===== src/include/ext_bus_pkg.sv =====
// Shared constants and state types for the external bus unit.
// Assumes one 100 MHz system clock and a synchronous active-high reset.
package ext_bus_pkg;
    // Transfer size codes on the size lines
    localparam logic [1:0] SIZE_LONG = 2'h0;
    localparam logic [1:0] SIZE_BYTE = 2'h1;
    localparam logic [1:0] SIZE_WORD = 2'h2;
    localparam logic [1:0] SIZE_LINE = 2'h3;
    // Access type codes
    localparam logic [1:0] TYPE_NORMAL = 2'h0;
    localparam logic [1:0] TYPE_DMA = 2'h1;
    localparam logic [1:0] TYPE_DEBUG = 2'h2;
    localparam logic [1:0] TYPE_CPU = 2'h3;
    // Interrupt acknowledge address pattern
    localparam logic [22:0] IACK_HIGH = 23'h7FFFFF;
    localparam logic [1:0] IACK_LOW = 2'h0;
    // Byte lane patterns
    localparam logic [3:0] LANES_ALL = 4'hF;
    localparam logic [3:0] LANES_HI = 4'hC;
    localparam logic [3:0] LANES_LO = 4'h3;
    localparam logic [3:0] LANE_TOP = 4'h8;
    // Fixed DRAM completion time, rounded up to whole cycles
    localparam int CLK_PERIOD_NS = 10;
    localparam int DRAM_DONE_NS = 30;
    localparam logic [7:0] DRAM_DONE_CYC =
        8'((DRAM_DONE_NS + CLK_PERIOD_NS - 1) / CLK_PERIOD_NS);
    typedef enum logic [1:0] {M_IDLE, M_START, M_WAIT} mst_state_t;
    typedef enum logic [1:0] {S_IDLE, S_WAIT, S_ACK, S_NEG} slv_state_t;
endpackage


===== src/include/ack_timer_if.sv =====
// Link between the bus unit and its external-master acknowledge timer.
// Assumes both ends run on the same system clock.
interface ack_timer_if;
    logic start;
    logic [3:0] waits;
    logic autoAck;
    logic isDram;
    logic fire;
    modport ctrl (output start, waits, autoAck, isDram, input fire);
    modport timer (input start, waits, autoAck, isDram, output fire);
endinterface


===== src/rtl/ack_sync.sv =====
// Two-stage synchroniser for the asynchronous done acknowledge.
// Assumes the pin is active low and may change at any time.
module ack_sync
    import ext_bus_pkg::*;
(
    input wire logic clk_sys,
    input wire logic rst,
    input wire logic asyncDoneAckN,
    output logic ackSynced
);
    typedef struct packed {
        logic s1;
        logic s2;
    } sync_t;
    sync_t s_r;
    sync_t s_nxt;

    // First stage feeds only the second stage
    always_comb begin
        s_nxt = s_r;
        s_nxt.s1 = asyncDoneAckN;
        s_nxt.s2 = s_r.s1;
        if (rst) begin
            s_nxt = '1;
        end
    end

    always_ff @(posedge clk_sys) begin
        s_r <= s_nxt;
    end

    assign ackSynced = ~s_r.s2;
endmodule


===== src/rtl/ext_bus_unit.sv =====
// External bus unit: runs own bus cycles and snoops external-master cycles.
// Assumes bus grant changes only while no own cycle runs; pins resolved outside.
module ext_bus_unit
    import ext_bus_pkg::*;
(
    input wire logic clk_sys,
    input wire logic rst,
    input wire logic busGranted,
    input wire logic reqValid,
    input wire logic [31:0] reqAddr,
    input wire logic reqRead,
    input wire logic [1:0] reqSize,
    input wire logic [1:0] reqType,
    input wire logic reqCode,
    input wire logic reqSuper,
    input wire logic reqIack,
    input wire logic [2:0] reqIntLevel,
    input wire logic reqDram,
    input wire logic [31:0] reqWdata,
    input wire logic [3:0] pinAssignField,
    input wire logic [3:0] cfgWaitStates,
    input wire logic cfgAutoAck,
    input wire logic [27:0] dramBase,
    input wire logic [27:0] dramMask,
    output logic coreReady,
    output logic rspValid,
    output logic rspError,
    output logic [31:0] rspData,
    output logic [27:0] addrOut,
    output logic addrLoOe,
    output logic [3:0] addrHiOe,
    input wire logic [27:0] addrIn,
    output logic [31:0] dataOut,
    output logic dataOe,
    input wire logic [31:0] dataIn,
    output logic cycleBeginStrobeOutN,
    input wire logic cycleBeginStrobeInN,
    output logic rwOut,
    input wire logic rwIn,
    output logic [1:0] xferSizeCodeOut,
    input wire logic [1:0] xferSizeCodeIn,
    output logic ctrlOe,
    output logic [1:0] accessTypeCode,
    output logic accessModeBit,
    output logic attrOe,
    input wire logic asyncDoneAckN,
    input wire logic syncDoneAckInN,
    output logic syncDoneAckOutN,
    output logic syncDoneAckOe,
    input wire logic errorDoneAckN,
    output logic extSelect,
    output logic extDramSel,
    output logic extRead,
    output logic [3:0] extLanes
);
    typedef struct packed {
        mst_state_t mst;
        slv_state_t slv;
        logic [27:0] addr;
        logic addrLoOe;
        logic [3:0] addrHiOe;
        logic [31:0] dOut;
        logic dOe;
        logic strobeN;
        logic rw;
        logic [1:0] size;
        logic ctrlOe;
        logic [1:0] typeCode;
        logic modeBit;
        logic modeLate;
        logic attrOe;
        logic isDram;
        logic [7:0] cnt;
        logic rspValid;
        logic rspError;
        logic [31:0] rspData;
        logic ackN;
        logic ackOe;
        logic extSelect;
        logic extDramSel;
        logic extRead;
        logic [3:0] extLanes;
        logic ready;
    } unit_t;
    unit_t s_r;
    unit_t s_nxt;
    logic ataSynced;
    logic extStart;
    logic dramHit;
    logic endNow;
    ack_timer_if tmr ();

    // Mode bit shown while the start strobe is low
    function automatic logic firstMode(logic [1:0] t, logic code, logic iack);
        case (t)
            TYPE_DMA: firstMode = 1'b1;
            TYPE_CPU: firstMode = iack;
            default: firstMode = code;
        endcase
    endfunction

    // Mode bit shown in the cycles after the strobe
    function automatic logic lateMode(logic [1:0] t, logic sup);
        lateMode = (t == TYPE_NORMAL || t == TYPE_DEBUG) ? sup : 1'b0;
    endfunction

    // Byte lanes that a master transfer touches
    function automatic logic [3:0] laneEnable(logic [1:0] sz, logic [1:0] a);
        case (sz)
            SIZE_BYTE: laneEnable = LANE_TOP >> a;
            SIZE_WORD: laneEnable = a[1] ? LANES_LO : LANES_HI;
            default: laneEnable = LANES_ALL;
        endcase
    endfunction

    ack_sync i_ack_sync (
        .clk_sys(clk_sys),
        .rst(rst),
        .asyncDoneAckN(asyncDoneAckN),
        .ackSynced(ataSynced)
    );

    slave_ack_timer i_slave_ack_timer (
        .clk_sys(clk_sys),
        .rst(rst),
        .tmr(tmr.timer)
    );

    // Snoop decode: only address, direction and size are looked at
    assign extStart = !cycleBeginStrobeInN && !busGranted && s_r.slv == S_IDLE;
    assign dramHit = ((addrIn ^ dramBase) & dramMask) == 28'h0000000;
    assign tmr.start = extStart;
    assign tmr.waits = cfgWaitStates;
    assign tmr.autoAck = cfgAutoAck;
    assign tmr.isDram = dramHit;

    // Own cycle ends by the fixed DRAM count or by the acknowledge pins
    always_comb begin
        endNow = 1'b0;
        if (s_r.mst != M_IDLE) begin
            if (s_r.isDram) begin
                endNow = s_r.cnt == 8'h00;
            end else begin
                endNow = !errorDoneAckN || !syncDoneAckInN || ataSynced;
            end
        end
    end

    // Next state for both the master and the snoop side
    always_comb begin
        s_nxt = s_r;
        s_nxt.rspValid = 1'b0;
        s_nxt.rspError = 1'b0;
        s_nxt.strobeN = 1'b1;
        case (s_r.mst)
            M_IDLE: begin
                if (reqValid && busGranted) begin
                    s_nxt.mst = M_START;
                    s_nxt.strobeN = 1'b0;
                    s_nxt.ctrlOe = 1'b1;
                    s_nxt.attrOe = 1'b1;
                    s_nxt.rw = reqRead;
                    s_nxt.size = reqSize;
                    s_nxt.typeCode = reqType;
                    s_nxt.isDram = reqDram;
                    s_nxt.cnt = DRAM_DONE_CYC;
                    s_nxt.addr = reqIack ? {IACK_HIGH, reqIntLevel, IACK_LOW}
                                         : reqAddr[27:0];
                    s_nxt.addrLoOe = 1'b1;
                    s_nxt.addrHiOe = pinAssignField;
                    s_nxt.dOut = reqWdata;
                    s_nxt.dOe = !reqRead;
                    s_nxt.modeBit = firstMode(reqType, reqCode, reqIack);
                    s_nxt.modeLate = lateMode(reqType, reqSuper);
                end
            end
            M_START: begin
                s_nxt.mst = M_WAIT;
                s_nxt.modeBit = s_r.modeLate;
            end
            M_WAIT: begin
                if (s_r.isDram) begin
                    s_nxt.cnt = s_r.cnt - 8'h01;
                end
            end
            default: s_nxt.mst = M_IDLE;
        endcase
        // Termination; error wins and no data is taken on it
        if (endNow) begin
            s_nxt.mst = M_IDLE;
            s_nxt.rspValid = 1'b1;
            s_nxt.rspError = !s_r.isDram && !errorDoneAckN;
            if (s_r.rw && (s_r.isDram || errorDoneAckN)) begin
                s_nxt.rspData = dataIn;
            end
            s_nxt.addrLoOe = 1'b0;
            s_nxt.addrHiOe = 4'h0;
            s_nxt.dOe = 1'b0;
            s_nxt.ctrlOe = 1'b0;
            s_nxt.attrOe = 1'b0;
        end
        // Snoop side; type and mode lines are never looked at here
        case (s_r.slv)
            S_IDLE: begin
                s_nxt.extSelect = 1'b0;
                s_nxt.extDramSel = 1'b0;
                if (extStart) begin
                    s_nxt.extRead = rwIn;
                    s_nxt.extLanes = laneEnable(xferSizeCodeIn, addrIn[1:0]);
                    s_nxt.extSelect = !dramHit;
                    s_nxt.extDramSel = dramHit;
                    if (dramHit || cfgAutoAck) begin
                        s_nxt.slv = S_WAIT;
                    end
                end
            end
            S_WAIT: begin
                if (tmr.fire) begin
                    s_nxt.slv = S_ACK;
                    s_nxt.ackN = 1'b0;
                    s_nxt.ackOe = 1'b1;
                end
            end
            S_ACK: begin
                s_nxt.slv = S_NEG;
                s_nxt.ackN = 1'b1;
            end
            S_NEG: begin
                s_nxt.slv = S_IDLE;
                s_nxt.ackOe = 1'b0;
                s_nxt.extSelect = 1'b0;
                s_nxt.extDramSel = 1'b0;
            end
            default: s_nxt.slv = S_IDLE;
        endcase
        if (rst) begin
            s_nxt = '0;
            s_nxt.strobeN = 1'b1;
            s_nxt.ackN = 1'b1;
        end
        s_nxt.ready = s_nxt.mst == M_IDLE; // Registered so the ready pin has no decode
    end

    always_ff @(posedge clk_sys) begin
        s_r <= s_nxt;
    end

    // Every output straight from the state register
    assign coreReady = s_r.ready;
    assign rspValid = s_r.rspValid;
    assign rspError = s_r.rspError;
    assign rspData = s_r.rspData;
    assign addrOut = s_r.addr;
    assign addrLoOe = s_r.addrLoOe;
    assign addrHiOe = s_r.addrHiOe;
    assign dataOut = s_r.dOut;
    assign dataOe = s_r.dOe;
    assign cycleBeginStrobeOutN = s_r.strobeN;
    assign rwOut = s_r.rw;
    assign xferSizeCodeOut = s_r.size;
    assign ctrlOe = s_r.ctrlOe;
    assign accessTypeCode = s_r.typeCode;
    assign accessModeBit = s_r.modeBit;
    assign attrOe = s_r.attrOe;
    assign syncDoneAckOutN = s_r.ackN;
    assign syncDoneAckOe = s_r.ackOe;
    assign extSelect = s_r.extSelect;
    assign extDramSel = s_r.extDramSel;
    assign extRead = s_r.extRead;
    assign extLanes = s_r.extLanes;

    // Checks tied to the bus behaviour
    logic take;
    assign take = reqValid && busGranted && coreReady;
endmodule


===== src/rtl/slave_ack_timer.sv =====
// Wait-state timer that decides when an external-master cycle is acknowledged.
// Assumes start is a one-cycle pulse, never given while a count runs.
module slave_ack_timer
    import ext_bus_pkg::*;
(
    input wire logic clk_sys,
    input wire logic rst,
    ack_timer_if.timer tmr
);
    typedef struct packed {
        logic [7:0] cnt;
        logic busy;
        logic fire;
    } timer_t;
    timer_t s_r;
    timer_t s_nxt;

    // Count down the programmed or fixed wait, then pulse fire
    always_comb begin
        s_nxt = s_r;
        s_nxt.fire = 1'b0;
        if (tmr.start && tmr.isDram) begin
            s_nxt.busy = 1'b1;
            s_nxt.cnt = DRAM_DONE_CYC;
        end else if (tmr.start && tmr.autoAck) begin
            s_nxt.busy = 1'b1;
            s_nxt.cnt = {4'h0, tmr.waits};
        end else if (s_r.busy && s_r.cnt == 8'h00) begin
            s_nxt.busy = 1'b0;
            s_nxt.fire = 1'b1;
        end else if (s_r.busy) begin
            s_nxt.cnt = s_r.cnt - 8'h01;
        end
        if (rst) begin
            s_nxt = '0;
        end
    end

    always_ff @(posedge clk_sys) begin
        s_r <= s_nxt;
    end

    assign tmr.fire = s_r.fire;
endmodule


===== config.mk =====
export PLATFORM = sky130hd
export DESIGN_NAME = ext_bus_unit
export DESIGN_NICKNAME = d
export VERILOG_FILES = /design/src/include/ext_bus_pkg.sv /design/src/include/ack_timer_if.sv /design/src/rtl/ack_sync.sv /design/src/rtl/ext_bus_unit.sv /design/src/rtl/slave_ack_timer.sv
export SDC_FILE = /design/constraint.sdc
export NUM_CORES = 1
export LEC_CHECK = 0
export ABC_AREA = 1
export BUFFER_PORTS_ARGS = -buffer_cell sky130_fd_sc_hd__buf_2
export CAP_MARGIN = 0
export CORE_AREA = 4 4 128 130
export CTS_CLUSTER_SIZE = 30
export DETAILED_ROUTE_END_ITERATION = 6
export DIE_AREA = 0 0 132 134
export HOLD_SLACK_MARGIN = 0.05
export PLACE_DENSITY = 0.8
export SYNTH_ARGS = -nofsm -noshare
export SYNTH_HDL_FRONTEND = slang
export SYNTH_SLANG_ARGS = --single-unit

===== constraint.sdc =====
create_clock -name clk_sys -period 4.7 [get_ports clk_sys]
set_input_delay 0.705 -clock clk_sys [delete_from_list [all_inputs] [get_ports clk_sys]]
set_output_delay 0.705 -clock clk_sys [all_outputs]
set_load 0.01 [all_outputs]

==> flow_metrics.env <==
export IMPL_clock_latency_ns=0.41
export IMPL_cts_resized=0
export IMPL_num_rows=45
export IMPL_hpwl_um=14600
export IMPL_postCtsSetupBuffers=0
export IMPL_critical_path_startpoint_type="flip-flop"
export IMPL_final_layout_size_suffix_gt1_frac=0.323
export IMPL_grt_usage=0.208
export IMPL_status="completed"
export IMPL_port_buffers=326
export IMPL_worst_pin_slew_ns=0.828
export IMPL_drtIter0Drc=364
export IMPL_cts_hold_buffers=0
export IMPL_setup_viol=0
export IMPL_netlist_area_um2=7050
export IMPL_postPlaceCellArea_um2=7970
export IMPL_finalSetupTns_ns=0
export IMPL_grt_start_max_net_pins=76
export IMPL_timing_final_ws_setup_ns=2.29
export IMPL_vias=6583
export IMPL_intPower_uw=2520
export IMPL_ys_ff_latch=143
export IMPL_max_slew_margin=0.448
export IMPL_initial_core_util=0.465
export IMPL_dieArea_um2=17700
export IMPL_synth_nets=1192
export IMPL_hold_ws_ns=0.437
export IMPL_fin_crit_sh=0.513
export IMPL_cp_required_ns=4.99
export IMPL_p_leak_uw=0.00440
export IMPL_ant_nets=0
export IMPL_drc=0
export IMPL_grt_pass1_vias=6198
export IMPL_clk_pin_slew_worst_paths_ns=0.06
export IMPL_grt_overflow_total=0
export IMPL_finalNetCount=1399
export IMPL_syn_inst=965
export IMPL_synth_top_area_cell="dfxtp_1"
export IMPL_clock_skew_ns=0.00804
export IMPL_cp_arrival_ns=2.70
export IMPL_power_frac_comb=0.204
export IMPL_via_per_inst=4.81
export IMPL_total_power_uw=3520
export IMPL_hold_class="reg -> reg"
export IMPL_antenna_found_initial=0
export IMPL_critPathKind="reg -> reg"
export IMPL_io_pins=331
export IMPL_ir_worst_vdd_mv=0.261
export IMPL_synth_avg_cell_area_um2=7.30
export IMPL_cts_sinks=143
export IMPL_path_max_fanout=47
export IMPL_diodes=0
export IMPL_final_hold_viol_count=0
export IMPL_max_freq_mhz=414
export IMPL_drt_wl_total_um=19200
export IMPL_detail_route_first_pass_iterations=4
export IMPL_die_h_um=134
export IMPL_gp_congestion=0.884
export IMPL_synth_distinct_cells=40
export IMPL_swShare=0.284
export IMPL_cts_root_buffer="clkbuf_16"
export IMPL_reg2reg_from="s_r[131]"
export IMPL_core_area_um2=15100
export IMPL_p_sw_uw=1000
export IMPL_maxCapViolations=0
export IMPL_syn2layout_area_growth_pct=21.9
export IMPL_endpoint_kind="flip-flop"
export IMPL_crit_start="s_r[131]"
export IMPL_place_ws_ns=1.99
export IMPL_cts_path_max_buffers=2
export IMPL_p_clk_frac=0.400
export IMPL_design_area_um2=8590
export IMPL_yosysSeqAreaShare=0.406
export IMPL_fin_crit_ns=2.41
export IMPL_p_per_area_nw_per_um2=411
export IMPL_yosysWarnings=0
export IMPL_rsz0062_at_grt="false"
export IMPL_cts_tree="done"
export IMPL_h_tree_depth=4
export IMPL_fp_dieW_um=132
export IMPL_numCtsBuffers=17
export IMPL_holdCritStartpoint="i_ack_sync.s_r[1]"
export IMPL_power_frac_seq=0.396
export IMPL_slew_violations=0
export IMPL_ys_top_cells_by_area="dfxtp_1, buf_4, nand2_1"
export IMPL_grt_pass1_wl_um=30000
export IMPL_wl_per_cell_um=14.0
export IMPL_synth_top_area_share=0.406
[sequential cells by signal (all words and copies together), names as in the netlist, 2 cells and up]
name / cells
accessTypeCode: 2
addrHiOe: 4
addrOut: 28
dataOut: 32
extLanes: 4
i_ack_sync.s_r: 2
i_slave_ack_timer.s_r: 9
rspData: 32
s_r: 14
xferSizeCodeOut: 2
[cell type report]
type	instances	area [um2]
Sequential cell	143	2860
Inverter	123	462
Tap cell	188	235
Clock inverter	10	163
Timing Repair Buffer	330	1660
Fill cell	1401	6560
Multi-Input combinational cell	557	2750
Clock buffer	19	453
[kinds of logic (layout without fill, tap and decap cells)]
family                   Yosys count  after routing  share of synthesized area
AND/OR/NAND/NOR                  324            324                      0.192
buffers and inverters            265            482                      0.205
AO/OA/AOI/OAI                    213            213                      0.164
flip-flops                       143            143                      0.406
adder cells (fa/ha/maj)           15             15                     0.0266
XOR/XNOR                           5              5                    0.00622
[Yosys cell counts, drive strengths merged]
| cell | number |
|---|---|
| ha | 15 |
| a21oi | 82 |
| nand3 | 48 |
| nor3 | 3 |
| clkbuf | 26 |
| nand4 | 5 |
| nand2 | 139 |
| nor3b | 1 |
| clkinv | 2 |
| nor4 | 4 |
| o21ai | 114 |
| xnor2 | 2 |
| inv | 121 |
| o2111ai | 2 |
| o211ai | 3 |
| o31ai | 1 |
| a221o | 1 |
| nor2 | 117 |
| and2 | 1 |
| a31oi | 6 |
| xor2 | 3 |
| dfxtp | 143 |
| a211oi | 3 |
| or2 | 6 |
| buf | 116 |
| o21a | 1 |
[critical path, cell delays in order, from the launching register on]
cell,delay (ns)
dfxtp_1,0.38
inv_1,0.09
ha_1,0.23
inv_1,0.23
nor2_4,0.07
inv_2,0.30
buf_4,0.49
o21ai_0,0.21
o21ai_0,0.18
a31oi_1,0.06
[through the flow]
step | utilization | cells
2_1_floorplan | - | 965
3_3_place_gp | 0.526 | 1341
3_5_place_dp | 0.526 | 1341
4_1_cts | 0.567 | 1370
5_1_grt | 0.567 | 1370
6_report | 0.567 | 1370
[path summary, 6_finish.rpt]
kind,slack (ns),cells after the start,endpoint
hold / removal,0.44,1,i_ack_sync.s_r[0]
hold reg to reg,0.44,1,i_ack_sync.s_r[0]
setup reg to reg,2.29,9,accessModeBit
setup / recovery,2.29,9,accessModeBit
[power groups by stage]
| stage | Clock [uW] | Sequential, uW | Combinational (uW) |
|---|---|---|---|
| floorplan | 0 | 1410 | 538 |
| global placement | 0 | 1420 | 702 |
| detailed placement | 0 | 1420 | 720 |
| CTS | 1440 | 1400 | 726 |
| global route | 1500 | 1410 | 819 |
| finish | 1410 | 1400 | 719 |
[layer usage]
layer / global-route usage / vias up / routed length [um]
met5: 0 / - / 0
met4: 0.0496 / 0 / 205
met3: 0.0664 / 16 / 1320
met2: 0.363 / 211 / 9390
met1: 0.251 / 2972 / 8280
li1: - / 3384 / -
[placed cells by master (no fill, tap or decap), types with 3 or more instances in the layout]
cell type	count
a211oi_1	3
a21oi_1	75
a21oi_2	6
a31oi_1	6
buf_2	326
buf_4	4
bufinv_16	4
clkbuf_16	17
dfxtp_1	143
ha_1	15
inv_1	119
inv_2	3
nand2_1	138
nand3_1	46
nand4_1	5
nor2_1	114
nor4_1	3
o211ai_1	3
o21ai_0	85
o21ai_1	29
or2_2	4
xor2_1	3
Power figures use the tool's default switching activity.
